`src/include/pin_irq_pkg.sv`:
```
// Package: frame layout, register addresses, field positions and mode codes
package pin_irq_pkg;
	localparam logic [1:0] CMD_WRITE      = 2'b01;
	localparam logic [4:0] ADDR_PIN_MODE  = 5'h11;
	localparam logic [4:0] ADDR_IRQ_EN    = 5'h12;
	localparam logic [7:0] PIN_MODE_RESET = 8'h00;
	localparam logic [7:0] IRQ_EN_RESET   = 8'h00;
	localparam int FRAME_CMD_HI  = 15;
	localparam int FRAME_CMD_LO  = 14;
	localparam int FRAME_ADDR_HI = 13;
	localparam int FRAME_ADDR_LO = 9;
	localparam int EN_CAN    = 7;
	localparam int EN_SWREQ  = 6;
	localparam int EN_LIN2   = 5;
	localparam int EN_LIN1   = 4;
	localparam int EN_PIN    = 3;
	localparam int EN_SAFE   = 2;
	localparam int EN_VMON   = 0;
	localparam logic [1:0] MODE_OFF  = 2'b00;
	localparam logic [1:0] MODE_WAKE = 2'b01;
	localparam logic [1:0] MODE_LOW  = 2'b10;
	localparam logic [1:0] MODE_HIGH = 2'b11;
endpackage : pin_irq_pkg

```
`src/include/cfg_if.sv`:
```
// Interface: register write strobes and stored values between top and register bank
`timescale 1ns/1ns
`default_nettype none
interface cfg_if;
	logic       pin_we;
	logic       irq_we;
	logic [7:0] wdata;
	logic [7:0] pin_mode;
	logic [7:0] irq_en;
	modport bank (input pin_we, irq_we, wdata, output pin_mode, irq_en);
	modport ctrl (output pin_we, irq_we, wdata, input pin_mode, irq_en);
endinterface : cfg_if
`default_nettype wire

```
`src/hdl/cfg_regs.sv`:
```
// Register bank holding the pin mode and interrupt enable bytes
`timescale 1ns/1ns
`default_nettype none
module cfg_regs
	import pin_irq_pkg::*;
(
	input  wire logic clk_in,
	input  wire logic sys_rst_in,
	cfg_if.bank       cfg
);
	logic [7:0] pin_mode_r;
	logic [7:0] irq_en_r;

	always_ff @(posedge clk_in or posedge sys_rst_in) begin
		if (sys_rst_in) begin
			pin_mode_r <= PIN_MODE_RESET;
			irq_en_r   <= IRQ_EN_RESET;
		end else begin
			if (cfg.pin_we)
				pin_mode_r <= cfg.wdata;
			if (cfg.irq_we)
				irq_en_r <= cfg.wdata;
		end
	end

	assign cfg.pin_mode = pin_mode_r;
	assign cfg.irq_en   = irq_en_r;
endmodule : cfg_regs
`default_nettype wire

```
`src/hdl/pin_and_interrupt_config.sv`:
```
// Top: frame decode, wake pin mode decode and gated interrupt output
// Overview of operation
// (RULE1) Frame with command 01 and address 10_001 writes the pin mode byte.
// (RULE2) Frame with command 01 and address 10_010 writes the interrupt enable byte.
// (RULE3) Bits 7:6 set pin three: off, wake sensing, or high-side driver.
// (RULE4) Bits 5:4 set pin two: off, wake sensing, or high-side driver.
// (RULE5) Bits 3:2 set pin one: off, wake, low-side, high-side.
// (RULE6) Bits 1:0 set pin zero: off, wake, low-side, high-side.
// (RULE7) Enable bit 7 lets CAN faults interrupt.
// (RULE8) Bit 6 software request interrupts once per enabling.
// (RULE9) Software request needs both bit 6 and bit 2 set.
// (RULE10) Enable bit 5 lets second LIN faults interrupt.
// (RULE11) Enable bit 4 lets first LIN faults interrupt.
// (RULE12) Enable bit 3 lets wake pin faults interrupt.
// (RULE13) Enable bit 2 lets safety events interrupt.
// (RULE14) Enable bit 0 lets regulator monitoring events interrupt.
// (RULE15) Interrupt output only reflects enabled sources.
`timescale 1ns/1ns
`default_nettype none
module pin_and_interrupt_config
	import pin_irq_pkg::*;
(
	input  wire logic        clk_in,
	input  wire logic        sys_rst_in,
	input  wire logic        frame_valid_in,
	input  wire logic [15:0] frame_in,
	input  wire logic        can_fault_in,
	input  wire logic        second_lin_fault_in,
	input  wire logic        first_lin_fault_in,
	input  wire logic        pin_fault_in,
	input  wire logic        safety_fault_in,
	input  wire logic        vmon_fault_in,
	output logic [3:0]       wake_enable_out,
	output logic [3:0]       high_side_driver_out,
	output logic [3:0]       low_side_driver_out,
	output logic [7:0]       pin_mode_out,
	output logic [7:0]       irq_en_out,
	output logic             irq_out
);
	cfg_if cfg ();

	// Both bytes clear to zero at reset
	cfg_regs u_regs (
		.clk_in     (clk_in),
		.sys_rst_in (sys_rst_in),
		.cfg        (cfg.bank)
	);

	////////////////////////////////////////////////////////////////////////////
	// Frame decode; the parity/next bit is not checked, so a corrupted frame still lands
	wire [1:0] frame_cmd  = frame_in[FRAME_CMD_HI:FRAME_CMD_LO];
	wire [4:0] frame_addr = frame_in[FRAME_ADDR_HI:FRAME_ADDR_LO];
	wire [7:0] frame_data = frame_in[7:0];

	// Other commands and addresses are dropped with no indication
	function automatic logic hits_register(
		input logic       valid,
		input logic [1:0] cmd,
		input logic [4:0] addr,
		input logic [4:0] reg_addr
	);
		logic cmd_ok;
		logic addr_ok;
		cmd_ok        = (cmd == CMD_WRITE);
		addr_ok       = (addr == reg_addr);
		hits_register = valid && cmd_ok && addr_ok;
	endfunction : hits_register

	wire pin_mode_hit = hits_register(frame_valid_in, frame_cmd, frame_addr, ADDR_PIN_MODE);
	wire irq_en_hit   = hits_register(frame_valid_in, frame_cmd, frame_addr, ADDR_IRQ_EN);

	// One frame writes one whole byte; there is no bit masking
	assign cfg.pin_we = pin_mode_hit; // [RULE1]
	assign cfg.irq_we = irq_en_hit;   // [RULE2]
	assign cfg.wdata  = frame_data;

	////////////////////////////////////////////////////////////////////////////
	// Two-bit field of one pin within the mode byte
	function automatic logic [1:0] pin_field(
		input logic [7:0] modes,
		input logic [1:0] idx
	);
		pin_field = modes[{idx, 1'b0} +: 2];
	endfunction : pin_field

	// Returns {high, low, wake}; pins two and three have no low-side stage, so 10 drives high
	function automatic logic [2:0] decode_mode(
		input logic [1:0] m,
		input logic       has_low
	);
		case (m)
			MODE_OFF:  decode_mode = 3'h0;
			MODE_WAKE: decode_mode = 3'h1;
			MODE_LOW: begin
				if (has_low)
					decode_mode = 3'h2;
				else
					decode_mode = 3'h4;
			end
			MODE_HIGH: decode_mode = 3'h4;
			default:   decode_mode = 3'h0;
		endcase
	endfunction : decode_mode

	// Pins zero and one have both driver stages
	wire [1:0] pin0_code = pin_field(cfg.pin_mode, 2'h0);
	wire [2:0] pin0_dec  = decode_mode(pin0_code, 1'b1); // [RULE6]

	wire [1:0] pin1_code = pin_field(cfg.pin_mode, 2'h1);
	wire [2:0] pin1_dec  = decode_mode(pin1_code, 1'b1); // [RULE5]

	// Pins two and three treat 10 like 11
	wire [1:0] pin2_code = pin_field(cfg.pin_mode, 2'h2);
	wire [2:0] pin2_dec  = decode_mode(pin2_code, 1'b0); // [RULE4]

	wire [1:0] pin3_code = pin_field(cfg.pin_mode, 2'h3);
	wire [2:0] pin3_dec  = decode_mode(pin3_code, 1'b0); // [RULE3]

	wire [3:0] wake_nxt = {pin3_dec[0], pin2_dec[0], pin1_dec[0], pin0_dec[0]};
	wire [3:0] low_nxt  = {pin3_dec[1], pin2_dec[1], pin1_dec[1], pin0_dec[1]};
	wire [3:0] high_nxt = {pin3_dec[2], pin2_dec[2], pin1_dec[2], pin0_dec[2]};

	////////////////////////////////////////////////////////////////////////////
	// Driver enables are registered so a pin never sees a decode glitch
	logic [3:0] wake_r;
	logic [3:0] low_r;
	logic [3:0] high_r;

	always_ff @(posedge clk_in or posedge sys_rst_in) begin
		if (sys_rst_in) begin
			wake_r <= 4'h0;
		end else begin
			wake_r <= wake_nxt;
		end
	end

	always_ff @(posedge clk_in or posedge sys_rst_in) begin
		if (sys_rst_in) begin
			low_r <= 4'h0;
		end else begin
			low_r <= low_nxt;
		end
	end

	always_ff @(posedge clk_in or posedge sys_rst_in) begin
		if (sys_rst_in) begin
			high_r <= 4'h0;
		end else begin
			high_r <= high_nxt;
		end
	end

	////////////////////////////////////////////////////////////////////////////
	// Register contents are shown straight from the bank
	assign wake_enable_out      = wake_r;
	assign low_side_driver_out  = low_r;
	assign high_side_driver_out = high_r;
	assign pin_mode_out         = cfg.pin_mode;
	assign irq_en_out           = cfg.irq_en;

	////////////////////////////////////////////////////////////////////////////
	// Software request: one pulse when both enables first stand together;
	// a level would hold the interrupt for as long as software leaves the bits set
	wire  sw_req_bit   = cfg.irq_en[EN_SWREQ];
	wire  safe_bit     = cfg.irq_en[EN_SAFE];
	wire  sw_req_armed = sw_req_bit && safe_bit; // [RULE9]
	logic sw_req_seen_r;

	// Delayed copy of the armed level marks its rising edge
	always_ff @(posedge clk_in or posedge sys_rst_in) begin
		if (sys_rst_in) begin
			sw_req_seen_r <= 1'b0;
		end else begin
			sw_req_seen_r <= sw_req_armed;
		end
	end

	// Re-arming needs bit 6 or bit 2 cleared and then set again
	wire sw_req_pulse = sw_req_armed && !sw_req_seen_r; // [RULE8]

	////////////////////////////////////////////////////////////////////////////
	// Interrupt gating; masked sources cannot reach the output
	// Source order: CAN, second LIN, first LIN, wake pins, safety, regulator monitor
	function automatic logic [5:0] source_enables(input logic [7:0] en);
		// Bit 1 has no source
		source_enables = {
			en[EN_CAN],  // [RULE7]
			en[EN_LIN2], // [RULE10]
			en[EN_LIN1], // [RULE11]
			en[EN_PIN],  // [RULE12]
			en[EN_SAFE], // [RULE13]
			en[EN_VMON]  // [RULE14]
		};
	endfunction : source_enables

	wire [5:0] fault_vec = {
		can_fault_in,
		second_lin_fault_in,
		first_lin_fault_in,
		pin_fault_in,
		safety_fault_in || sw_req_pulse, // [RULE13]
		vmon_fault_in
	};

	// A fault that clears also clears the output; nothing is latched here
	wire [5:0] masked_vec = fault_vec & source_enables(cfg.irq_en);

	logic irq_r;
	wire  irq_nxt = |masked_vec; // [RULE15]

	// Registered so the output never glitches while enables change
	always_ff @(posedge clk_in or posedge sys_rst_in) begin
		if (sys_rst_in) begin
			irq_r <= 1'b0;
		end else begin
			irq_r <= irq_nxt;
		end
	end

	assign irq_out = irq_r;
endmodule : pin_and_interrupt_config
`default_nettype wire

```
`config.mk`:
```
export PLATFORM = sky130hd
export DESIGN_NAME = pin_and_interrupt_config
export DESIGN_NICKNAME = d
export VERILOG_FILES = /design/src/include/pin_irq_pkg.sv /design/src/include/cfg_if.sv /design/src/hdl/cfg_regs.sv /design/src/hdl/pin_and_interrupt_config.sv
export SDC_FILE = /design/constraint.sdc
export NUM_CORES = 1
export LEC_CHECK = 0
export BUFFER_PORTS_ARGS = -buffer_cell sky130_fd_sc_hd__buf_2
export CAP_MARGIN = 20
export CORE_MARGIN = 10
export CORE_UTILIZATION = 39
export DETAILED_ROUTE_END_ITERATION = 7
export PLACE_DENSITY_LB_ADDON = 0.3
export SLEW_MARGIN = 20
export SYNTH_ARGS = -nofsm -noshare
export SYNTH_HDL_FRONTEND = slang
export SYNTH_SLANG_ARGS = --single-unit
```
`constraint.sdc`:
```
create_clock -name clk_in -period 1 [get_ports clk_in]
set_clock_uncertainty 0.1 [all_clocks]
set_input_delay 0.05 -clock clk_in [delete_from_list [all_inputs] [get_ports clk_in]]
set_output_delay 0.05 -clock clk_in [all_outputs]
set_load 0.005 [all_outputs]
```
==> summary.md, run 1 <==
| Metric | Value |
|---|---|
| H-tree depth | `1` |
| Critical Path RT | `0.85 ns` |
| Post-route cell area | `1694 um2` |
| Min-Delay Path Class | `input port to register` |
| RSZ-0062 raised after global routing | `true` |
| Status | `finished, violations left` |
| Crit-path max FO | `2` |
| Post-Route WL | `2684 um` |
| P&R area growth vs syn | `59.29%` |
| Leakage | `1.002 nW` |
| Vias in the first global route | `933` |
| Critical path launch point type | `register` |
| Total power per unit cell area | `1284 nW/um2` |
| Die W | `72.22 um` |
| Tmin final | `1.116 ns` |
| Critical path class | `register to output port` |
| IO Pins | `54` |
| Distinct cells, synth | `15` |
| DRC viols | `0` |
| First-pass GRT wire length | `4319 um` |
| Clock transition at path regs | `0.14 ns` |
| Hold_ws | `-0.1101 ns` |
| Internal power | `0.001659 W` |
| Total clock sinks | `28` |
| ANT cells | `0` |
| DIE HEIGHT | `72.22 um` |
| Area share of the largest cell type after synthesis | `65.88%` |
| GRT Util Overall | `10.42%` |
| Final count of hold timing violations | `1` |
| Switch share | `23.72%` |
| Combinational share of power | `21.1%` |
| Mapped Area | `1064 um2` |
| Average cell area after synthesis | `15.64 um2` |
| Die Area | `5216 um2` |
| Drt wl/cell | `15.16 um` |
| Yosys top cell by area | `dfrtp_1` |
| Yosys warning count | `0` |
| Setup_tns | `-0.9023 ns` |
| Share of cells above drive strength 1 | `61.22%` |
| Failing checks | `negative hold slack, negative setup slack` |
| I/O Buffers | `50` |
| Sequential power share | `58.2%` |
| Max stage delay on crit path | `0.42 ns` |
| Sw power | `0.0005160 W` |
| Post-route ant nets | `0` |
| Num rows | `18` |
| Critical Path AT | `0.97 ns` |
| CTS buffer count | `3` |
| Worst-Skew Late Latency | `0.32 ns` |
| Post-DR vias/cell | `4.593` |
| Drt first pass iters | `4` |
| Power Total | `0.002175 W` |
| Setup violators final | `20` |
| RePlAce Congestion | `0.7279` |
| MaxCap Viol Count | `0` |
| GR Overflow Total | `0` |
| Starting Density | `41.79%` |
| DP HPWL | `1985 um` |
| Clk network pwr share | `20.7%` |
| Initial antenna violation count | `0` |
| Cts hold-fix bufs | `11` |
| TritonCTS clock tree | `yes` |
| Register bit total from synthesis | `28` |
| Vias | `813` |
| Synth area leaders | `dfrtp_1, mux2_2, nand4b_4` |
| Util after Layout | `66.57%` |
| Most numerous cell on the critical path | `buf_6` |
| Crit-path slowest cell | `dfrtp_1` |
| Nets | `174` |
| VDD IR max | `0.9165 mV` |
| Seq/Total Area, Yosys | `65.88%` |
| Mapped Cells | `68` |
| Fmax | `896.1 MHz` |
| CTS Buffer Depth | `2` |
| Core ar. | `2545 um2` |
| Final Max Tran Viols | `0` |
| Fin crit share | `111.6%` |
| Critical path, cell by cell | `buf_6, buf_6` |
| Largest net degree at the start of global routing | `29` |
| Placed inst area | `1370 um2` |
| Clock root buffer | `clkbuf_4` |
| CP Capture Type | `output port` |
| Final WS setup | `-0.1160 ns` |
| Initial drt markers | `4` |
-- through the flow --
stage / cells / setup slack (ns) / hold slack [ns]
floorplan: 69 / -0.04987 / 0.01541
global placement: 150 / -0.2185 / 0.01690
detailed placement: 150 / -0.2366 / 0.02913
CTS: 173 / -0.1270 / -0.1140
global route: 177 / -0.1716 / -0.1121
finish: 177 / -0.1160 / -0.1101
-- routing by layer --
layer / track usage, % / part of all wire (%)
met3: 3.129 / 7.2
met5: 0 / 0
met2: 18.37 / 54
met1: 10.48 / 36
met4: 6.452 / 2.3
-- kinds of logic (layout without fill, tap and decap cells) --
family / after synthesis / count (layout) / synth area share, %
flip-flops: 28 / 28 / 65.88
multiplexers: 16 / 16 / 16.94
AND/OR/NAND/NOR: 15 / 15 / 12.23
buffers and inverters: 5 / 83 / 2.470
AO/OA/AOI/OAI: 3 / 3 / 2.117
other: 1 / 2 / 0.3526
-- power groups by stage --
stage               Combinational (W)  Sequential [W]  Clock (W)
CTS                          0.000418         0.00126   0.000470
floorplan                    0.000111         0.00130          0
global placement             0.000293         0.00129          0
finish                       0.000460         0.00127   0.000449
global route                 0.000505         0.00128   0.000504
detailed placement           0.000304         0.00129          0
-- worst max-delay path, delay by kind of cell, from the launching register on --
family,cells,cell delay (ns)
flip-flops,1,0.42
buffers and inverters,2,0.22
-- registers in the layout (all words and copies together), names as in the netlist --
| signal | flops |
|---|---|
| u_regs.cfg.irq_en | 8 |
| u_regs.cfg.pin_mode | 8 |
| high_side_driver_out | 4 |
| wake_enable_out | 4 |
| low_side_driver_out | 2 |
| irq_out | 1 |
| sw_req_seen_r | 1 |
-- cells in the final DEF, fill, tap and decap left out --
cell type | netlist | final
buf_2 | 0 | 47
dfrtp_1 | 28 | 28
buf_6 | 0 | 15
dlygate4sd3_1 | 0 | 11
mux2_2 | 16 | 8
mux2_4 | 0 | 8
nor2b_1 | 7 | 7
buf_4 | 2 | 6
and2_1 | 3 | 3
clkbuf_4 | 0 | 3
nand4b_4 | 2 | 2
conb_1 | 1 | 2
and4b_2 | 1 | 1
nor2_1 | 1 | 1
a222oi_1 | 1 | 1
a22oi_1 | 1 | 1
o21ai_0 | 1 | 1
nand3_1 | 1 | 1
inv_1 | 1 | 1
-- worst paths after layout --
path	end	slack, ns	startpoint	cells past startpoint
max reg2reg	u_regs.cfg.irq_en[6]	-0.10	u_regs.cfg.irq_en[6]	3
min	irq_out	-0.11	can_fault_in	3
max in group asynchronous	u_regs.cfg.pin_mode[1]	0.34	sys_rst_in	4
min reg2reg	high_side_driver_out[3]	0.34	u_regs.cfg.pin_mode[7]	0
min in group asynchronous	u_regs.cfg.irq_en[5]	0.21	sys_rst_in	4
max	irq_en_out[3]	-0.12	u_regs.cfg.irq_en[3]	2
-- Yosys cell counts (all sizes together) --
cell    count
a222oi      1
o21ai       1
a22oi       1
mux2       16
clkbuf      2
buf         2
and2        3
nor2b       7
nor2        1
conb        1
inv         1
nand3       1
nand4b      2
dfrtp      28
and4b       1
-- final cells by class --
type	count	area [um2]
Fill cell	200	850.8
Sequential cell	28	700.7
Timing Repair Buffer	79	559.3
Multi-Input combinational cell	36	370.4
Tap cell	30	37.54
Clock buffer	3	22.52
Inverter	1	3.754
-- repair_timing --
item                                    4_1_cts  5_1_grt
hold endpoints to repair                     45        1
resized for setup                             8       15
setup buffers                                 9        4
endpoints found under the setup margin       17       38
Note: power is estimated with default switching activity, not from simulation.
==> inputs of run 2 (changes only) <==
--- a/config.mk
+++ b/config.mk
@@ -10,7 +10,7 @@
 export CORE_MARGIN = 10
 export CORE_UTILIZATION = 39
 export DETAILED_ROUTE_END_ITERATION = 7
-export PLACE_DENSITY_LB_ADDON = 0.3
+export PLACE_DENSITY_LB_ADDON = 0.05
 export SLEW_MARGIN = 20
 export SYNTH_ARGS = -nofsm -noshare
 export SYNTH_HDL_FRONTEND = slang
==> run 2 against run 1 <==
Effect of this change:
- the flow still finishes with violations (negative hold slack, negative setup slack)
- final cell count decreased by 1.1%
- design area down 2.5%
- fmax shrank 2.0%
- sequential power hardly changed
- non-clock buffer count fell by 3
- via count shrank 0.74%
- clock power rose by 17%
- critical path depth did not move
- sequential share of layout area increased by 1.1 points
- register-to-register slack is essentially flat
- die area is the same
- setup slack lost 0.023 ns
- largest cell class unchanged
==> summary.md, run 2 (synthesis results as in run 1) <==
| Metric | Value |
|---|---|
| Status | `finished, violations left` |
| Failing checks | `negative hold slack, negative setup slack` |
| Final Max Tran Viols | `0 (unchanged)` |
| Initial antenna violation count | `0 (unchanged)` |
| Vias | `807 (-0.74%)` |
| Hold_ws | `-0.1066 ns (+0.003502 ns)` |
| Starting Density | `41.79% (unchanged)` |
| Vias in the first global route | `888 (-4.8%)` |
| RePlAce Congestion | `0.7123 (-2.1%)` |
| MaxCap Viol Count | `0 (unchanged)` |
| Post-route ant nets | `0 (unchanged)` |
| Critical path launch point type | `register` |
| Drt first pass iters | `4 (unchanged)` |
| P&R area growth vs syn | `55.29%` |
| Critical Path RT | `0.85 ns (about the same)` |
| GR Overflow Total | `0 (unchanged)` |
| Critical Path AT | `0.99 ns (+0.02 ns)` |
| Drt wl/cell | `14.18 um (-6.5%)` |
| Leading cell types in the layout, fill and taps excluded | `buf_2, dfrtp_1, dlygate4sd3_1` |
| Worst path bufs/invs | `2 (unchanged)` |
| VDD IR max | `0.9109 mV (-0.62%)` |
| Crit-path max FO | `2 (unchanged)` |
| Clock root buffer | `clkbuf_4` |
| CP top delay family | `flip-flops` |
| DRC viols | `0 (unchanged)` |
| Layout fillers | `218 (+9.0%)` |
| Fin crit share | `113.9% (+2.3 points)` |
| H-tree depth | `1 (unchanged)` |
| DIE HEIGHT | `72.22 um (unchanged)` |
| Post-DR vias/cell | `4.611 (+0.40%)` |
| Share of cells above drive strength 1 | `59.31% (-1.9 points)` |
| Largest net degree at the start of global routing | `29 (unchanged)` |
| Setup violators final | `16 (-20%)` |
| Nets | `171 (-1.7%)` |
| Most numerous cell on the critical path | `buf_6` |
| RSZ-0062 raised after global routing | `true` |
| Num rows | `18 (unchanged)` |
| Critical path, cell by cell | `buf_6, buf_6` |
| I/O Buffers | `50 (unchanged)` |
| Pre-CTS WS | `-0.2462 ns (-0.009625 ns)` |
| CTS Buffer Depth | `2 (unchanged)` |
| Clock transition at path regs | `0.14 ns (about the same)` |
| TritonCTS clock tree | `yes` |
| CP Capture Type | `output port` |
| Die W | `72.22 um (unchanged)` |
| Critical path class | `register to output port` |
| Leading cell type in the layout, fill and taps excluded | `buf_2` |
| First-pass GRT wire length | `4050 um (-6.2%)` |
| Crit-path slowest cell | `dfrtp_1` |
| Util after Layout | `64.90% (-1.7 points)` |
| Initial drt markers | `39 (+35)` |
| Worst-Skew Late Latency | `0.31 ns (about the same)` |
| Fmax | `877.9 MHz (-2.0%)` |
| Leakage | `0.9710 nW (-3.1%)` |
| ANT cells | `0 (unchanged)` |
| IO Pins | `54 (unchanged)` |
| Power Total | `0.002200 W (+1.1%)` |
| Post-Route WL | `2481 um (-7.6%)` |
| Tmin final | `1.139 ns (+0.02311 ns)` |
| Core ar. | `2545 um2 (unchanged)` |
| Total clock sinks | `28 (unchanged)` |
| GRT Util Overall | `9.601% (-0.82 points)` |
| CTS buffer count | `3 (unchanged)` |
| Final WS setup | `-0.1391 ns (-0.02311 ns)` |
| Final count of hold timing violations | `1 (unchanged)` |
| Min-Delay Path Class | `input port to register` |
| Die Area | `5216 um2 (unchanged)` |
| Total power per unit cell area | `1332 nW/um2 (+3.7%)` |
| Max stage delay on crit path | `0.44 ns (+0.02 ns)` |
run 2: worst paths after layout:
path / from / cells after the start / slack (ns) / end
min in group asynchronous: sys_rst_in / 4 / 0.22 / irq_out
setup / recovery: u_regs.cfg.irq_en[3] / 2 / -0.14 / irq_en_out[3]
max in group asynchronous: sys_rst_in / 4 / 0.33 / u_regs.cfg.irq_en[0]
hold reg to reg: u_regs.cfg.pin_mode[7] / 1 / 0.40 / high_side_driver_out[3]
hold / removal: vmon_fault_in / 3 / -0.11 / irq_out
setup reg to reg: u_regs.cfg.irq_en[3] / 2 / -0.10 / irq_out
run 2: final cells by class:
cell class,instances,area (um2),share of cell area (%)
clock buffers,4,36.28,2.197
inverters,1,3.754,0.2273
multi-input cells,36,355.3,21.52
flip-flops and latches,28,700.7,42.42
well taps,30,37.54,2.273
repair buffers,76,518.0,31.36
run 2: worst min-delay path, stage by stage:
cell	delay [ns]
buf_2	0.07
a22oi_1	0.07
nand3_1	0.08
run 2: power breakdown:
part	switching [W]	internal, W
combinational	0.000149	0.000262
sequential	0.0000443	0.00122
clock	0.000302	0.000222
run 2: what timing repair did:
action | in CTS | in global routing
endpoints found under the setup margin | 18 | 37
pin swaps | 0 | 2
endpoints found under the hold margin | 45 | 1
hold buffers | 12 | 1
gates resized for setup | 3 | 11
setup buffers | 10 | 0
run 2: stage by stage:
step	hold WS [ns]	cell area (um2)	setup TNS (ns)	std cells
6_report	-0.1066	1652	-0.4462	175
5_1_grt	-0.1210	1652	-1.688	175
4_1_cts	-0.1211	1600	-0.5080	174
3_5_place_dp	0.04683	1355	-3.756	148
3_3_place_gp	0.02608	1355	-3.388	148
2_1_floorplan	0.01541	1067	-0.7797	69
run 2: layer usage:
layer / wire length, um / GRT usage, % / up-vias
li1: - / - / 382
met5: 0 / 0 / -
met2: 1077 / 14.67 / 40
met1: 1053 / 11.02 / 383
met3: 330 / 5.034 / 2
met4: 20 / 3.871 / 0
==> inputs of run 3 (changes only) <==
--- a/config.mk
+++ b/config.mk
@@ -8,10 +8,11 @@
 export BUFFER_PORTS_ARGS = -buffer_cell sky130_fd_sc_hd__buf_2
 export CAP_MARGIN = 20
 export CORE_MARGIN = 10
-export CORE_UTILIZATION = 39
+export CORE_UTILIZATION = 40
 export DETAILED_ROUTE_END_ITERATION = 7
 export PLACE_DENSITY_LB_ADDON = 0.05
 export SLEW_MARGIN = 20
 export SYNTH_ARGS = -nofsm -noshare
 export SYNTH_HDL_FRONTEND = slang
+export SYNTH_HIERARCHICAL = 1
 export SYNTH_SLANG_ARGS = --single-unit
==> run 3 against run 2 <==
Effect of this change:
- the run still ends with negative hold slack, negative setup slack left
- die area up 2.7%
- first-iteration DRC count down 33%
- utilization down 0.92 points
- global-route usage up 0.65 points
- synthesized area up 6.5%
- sequential share of layout area down 2.4 points
- clock-buffer cell count down 1
- largest cell class unchanged
- highest routed layer unchanged
==> summary.md, run 3 <==
| Metric | Value |
|---|---|
| Status | `finished, violations left` |
| Failing checks | `negative hold slack, negative setup slack` |
| Leakage | `0.9728 nW (+0.18%)` |
| Yosys top cell by area | `dfrtp_1` |
| P&R area growth vs syn | `54.48%` |
| Register bit total from synthesis | `28 (unchanged)` |
| Fmax | `815.1 MHz (-7.1%)` |
| Initial antenna violation count | `0 (unchanged)` |
| Distinct cells, synth | `16 (+1)` |
| Post-route cell area | `1749 um2 (+5.9%)` |
| Critical Path AT | `1.35 ns (+0.36 ns)` |
| Post-Route WL | `2736 um (+10%)` |
| CP Capture Type | `register` |
| IO Pins | `54 (unchanged)` |
| MaxCap Viol Count | `0 (unchanged)` |
| Vias in the first global route | `904 (+1.8%)` |
| Layout fillers | `228 (+4.6%)` |
| Seq/Total Area, Yosys | `61.88% (-4.0 points)` |
| Post-route ant nets | `0 (unchanged)` |
| CTS buffer count | `3 (unchanged)` |
| Mapped Area | `1132 um2 (+6.5%)` |
| Starting Density | `41.42% (-0.37 points)` |
| VDD IR max | `1.004 mV (+10%)` |
| Area share of the largest cell type after synthesis | `61.88% (-4.0 points)` |
| Critical Path RT | `1.12 ns (+0.27 ns)` |
| DIE HEIGHT | `73.21 um (+1.4%)` |
| RSZ-0062 raised after global routing | `true` |
| Final WS setup | `-0.2268 ns (-0.08769 ns)` |
| RePlAce Congestion | `0.7065 (-0.81%)` |
| Final Max Tran Viols | `0 (unchanged)` |
| Num rows | `19 (+1)` |
| Commonest cells in the netlist | `dfrtp_1, mux2_4, nor2b_1, and2_1` |
| DRC viols | `0 (unchanged)` |
| Mapped Cells | `71 (+4.4%)` |
| Final count of hold timing violations | `1 (unchanged)` |
| Leading cell types in the layout, fill and taps excluded | `buf_2, dfrtp_1, mux2_4` |
| Clock root buffer | `clkbuf_4` |
| Power Total | `0.002420 W (+10%)` |
| TritonCTS clock tree | `yes` |
| Setup_tns | `-4.177 ns (-3.731 ns)` |
| Largest net degree at the start of global routing | `17 (-41%)` |
| ANT cells | `0 (unchanged)` |
| Nets | `174 (+1.8%)` |
| Total clock sinks | `28 (unchanged)` |
| Hold_ws | `-0.09199 ns (+0.01460 ns)` |
| Most numerous cell on the critical path | `buf_6` |
| Yosys warning count | `6 (+6)` |
| EDFF count, synth | `0 (unchanged)` |
| Post-DR vias/cell | `4.525 (-1.9%)` |
| Total power per unit cell area | `1383 nW/um2 (+3.9%)` |
| Fin crit share | `122.7% (+8.8 points)` |
| Worst path bufs/invs | `2 (unchanged)` |
| Initial drt markers | `26 (-33%)` |
| Count leader, synth | `dfrtp_1` |
| I/O Buffers | `50 (unchanged)` |
| Drt first pass iters | `4 (unchanged)` |
| Leading cell type in the layout, fill and taps excluded | `buf_2` |
| Pre-CTS WS | `-0.5829 ns (-0.3367 ns)` |
| Clock transition at path regs | `0.15 ns (about the same)` |
| Critical path class | `input port to register` |
| H-tree depth | `1 (unchanged)` |
| GR Overflow Total | `0 (unchanged)` |
| Critical path launch point type | `input port` |
| Max stage delay on crit path | `0.37 ns (-0.07 ns)` |
| Core ar. | `2734 um2 (+7.4%)` |
| Average cell area after synthesis | `15.95 um2 (+2.0%)` |
| CP top delay family | `simple AND/OR/NAND/NOR gates` |
| First-pass GRT wire length | `4381 um (+8.2%)` |
| Synth area leaders | `dfrtp_1, mux2_4, nor2b_1` |
| Critical path, cell by cell | `buf_6, nand4b_1, or3_4, nor3b_4, buf_6, mux2_4` |
| Worst-Skew Late Latency | `0.31 ns (about the same)` |
| Crit-path slowest cell | `or3_4` |
| DP HPWL | `2112 um` |
| Ys flop type | `dfrtp_1` |
| GRT Util Overall | `10.26% (+0.65 points)` |
| Die Area | `5359 um2 (+2.7%)` |
| Share of cells above drive strength 1 | `60.14% (+0.82 points)` |
| Die W | `73.21 um (+1.4%)` |
| Setup violators final | `30 (+14)` |
| Vias | `810 (+0.37%)` |
| Crit-path max FO | `5 (+3)` |
| Min-Delay Path Class | `input port to register` |
| Drt wl/cell | `15.28 um (+7.8%)` |
| Asr flop ratio synth | `100.0% (unchanged)` |
| CTS Buffer Depth | `2 (unchanged)` |
| Tmin final | `1.227 ns (+0.08769 ns)` |
| Placed inst area | `1453 um2 (+7.2%)` |
[run 3: path summary, 6_finish.rpt]
| kind | start | endpoint | slack [ns] | cells past startpoint |
|---|---|---|---|---|
| setup / recovery | frame_in[15] | u_regs/cfg.irq_en[5] | -0.23 | 6 |
| hold / removal | can_fault_in | irq_out | -0.09 | 3 |
| setup reg to reg | u_regs/cfg.irq_en[4] | irq_out | -0.21 | 2 |
| hold reg to reg | u_regs/cfg.pin_mode[5] | high_side_driver_out[2] | 0.36 | 0 |
| max in group asynchronous | sys_rst_in | wake_enable_out[2] | 0.27 | 3 |
| min in group asynchronous | sys_rst_in | u_regs/cfg.irq_en[3] | 0.14 | 3 |
[run 3: kinds of logic after synthesis]
group / Yosys count / synth area share, %
AOI/OAI and AO/OA: 3 / 1.989
buffers and inverters: 8 / 4.641
DFF: 28 / 61.88
muxes: 16 / 21.22
other: 1 / 0.3312
and+or+nand+nor: 15 / 9.944
[run 3: cell type report]
type                            instances  area (um2)  share of cell area, %
Timing Repair Buffer                   78       554.3                  31.69
Clock inverter                          1       30.03                  1.717
Clock buffer                            3       22.52                  1.288
Multi-Input combinational cell         36       395.4                  22.60
Inverter                                2       7.507                 0.4292
Tap cell                               31       38.79                  2.217
Sequential cell                        28       700.7                  40.06
[run 3: what timing repair did]
| item | 4_1_cts | 5_1_grt |
|---|---|---|
| setup buffers | 7 | 1 |
| pin swaps | 1 | 1 |
| hold buffers | 11 | 1 |
| endpoints found under the hold margin | 45 | 1 |
| endpoints found under the setup margin | 35 | 44 |
| gates resized for setup | 9 | 4 |
[run 3: stage by stage]
stage	util [%]	instances
global route	63.98	179
floorplan	-	72
global placement	53.14	155
detailed placement	53.14	155
CTS	62.70	177
finish	63.98	179
[run 3: metal layers]
| layer | track usage [%] | wire [um] | up-vias |
|---|---|---|---|
| met1 | 12.55 | 1115 | 388 |
| met5 | 0 | 0 | - |
| met3 | 4.082 | 276 | 2 |
| met4 | 2.532 | 14 | 0 |
| li1 | - | - | 387 |
| met2 | 16.33 | 1330 | 33 |
[run 3: tightest hold or removal path: stages]
cell,delay [ns]
buf_2,0.08
a222oi_1,0.09
nand3_1,0.08
[run 3: power breakdown]
group	internal (W)	switching [W]
clock	0.000405	0.000314
sequential	0.00122	0.0000468
combinational	0.000283	0.000151
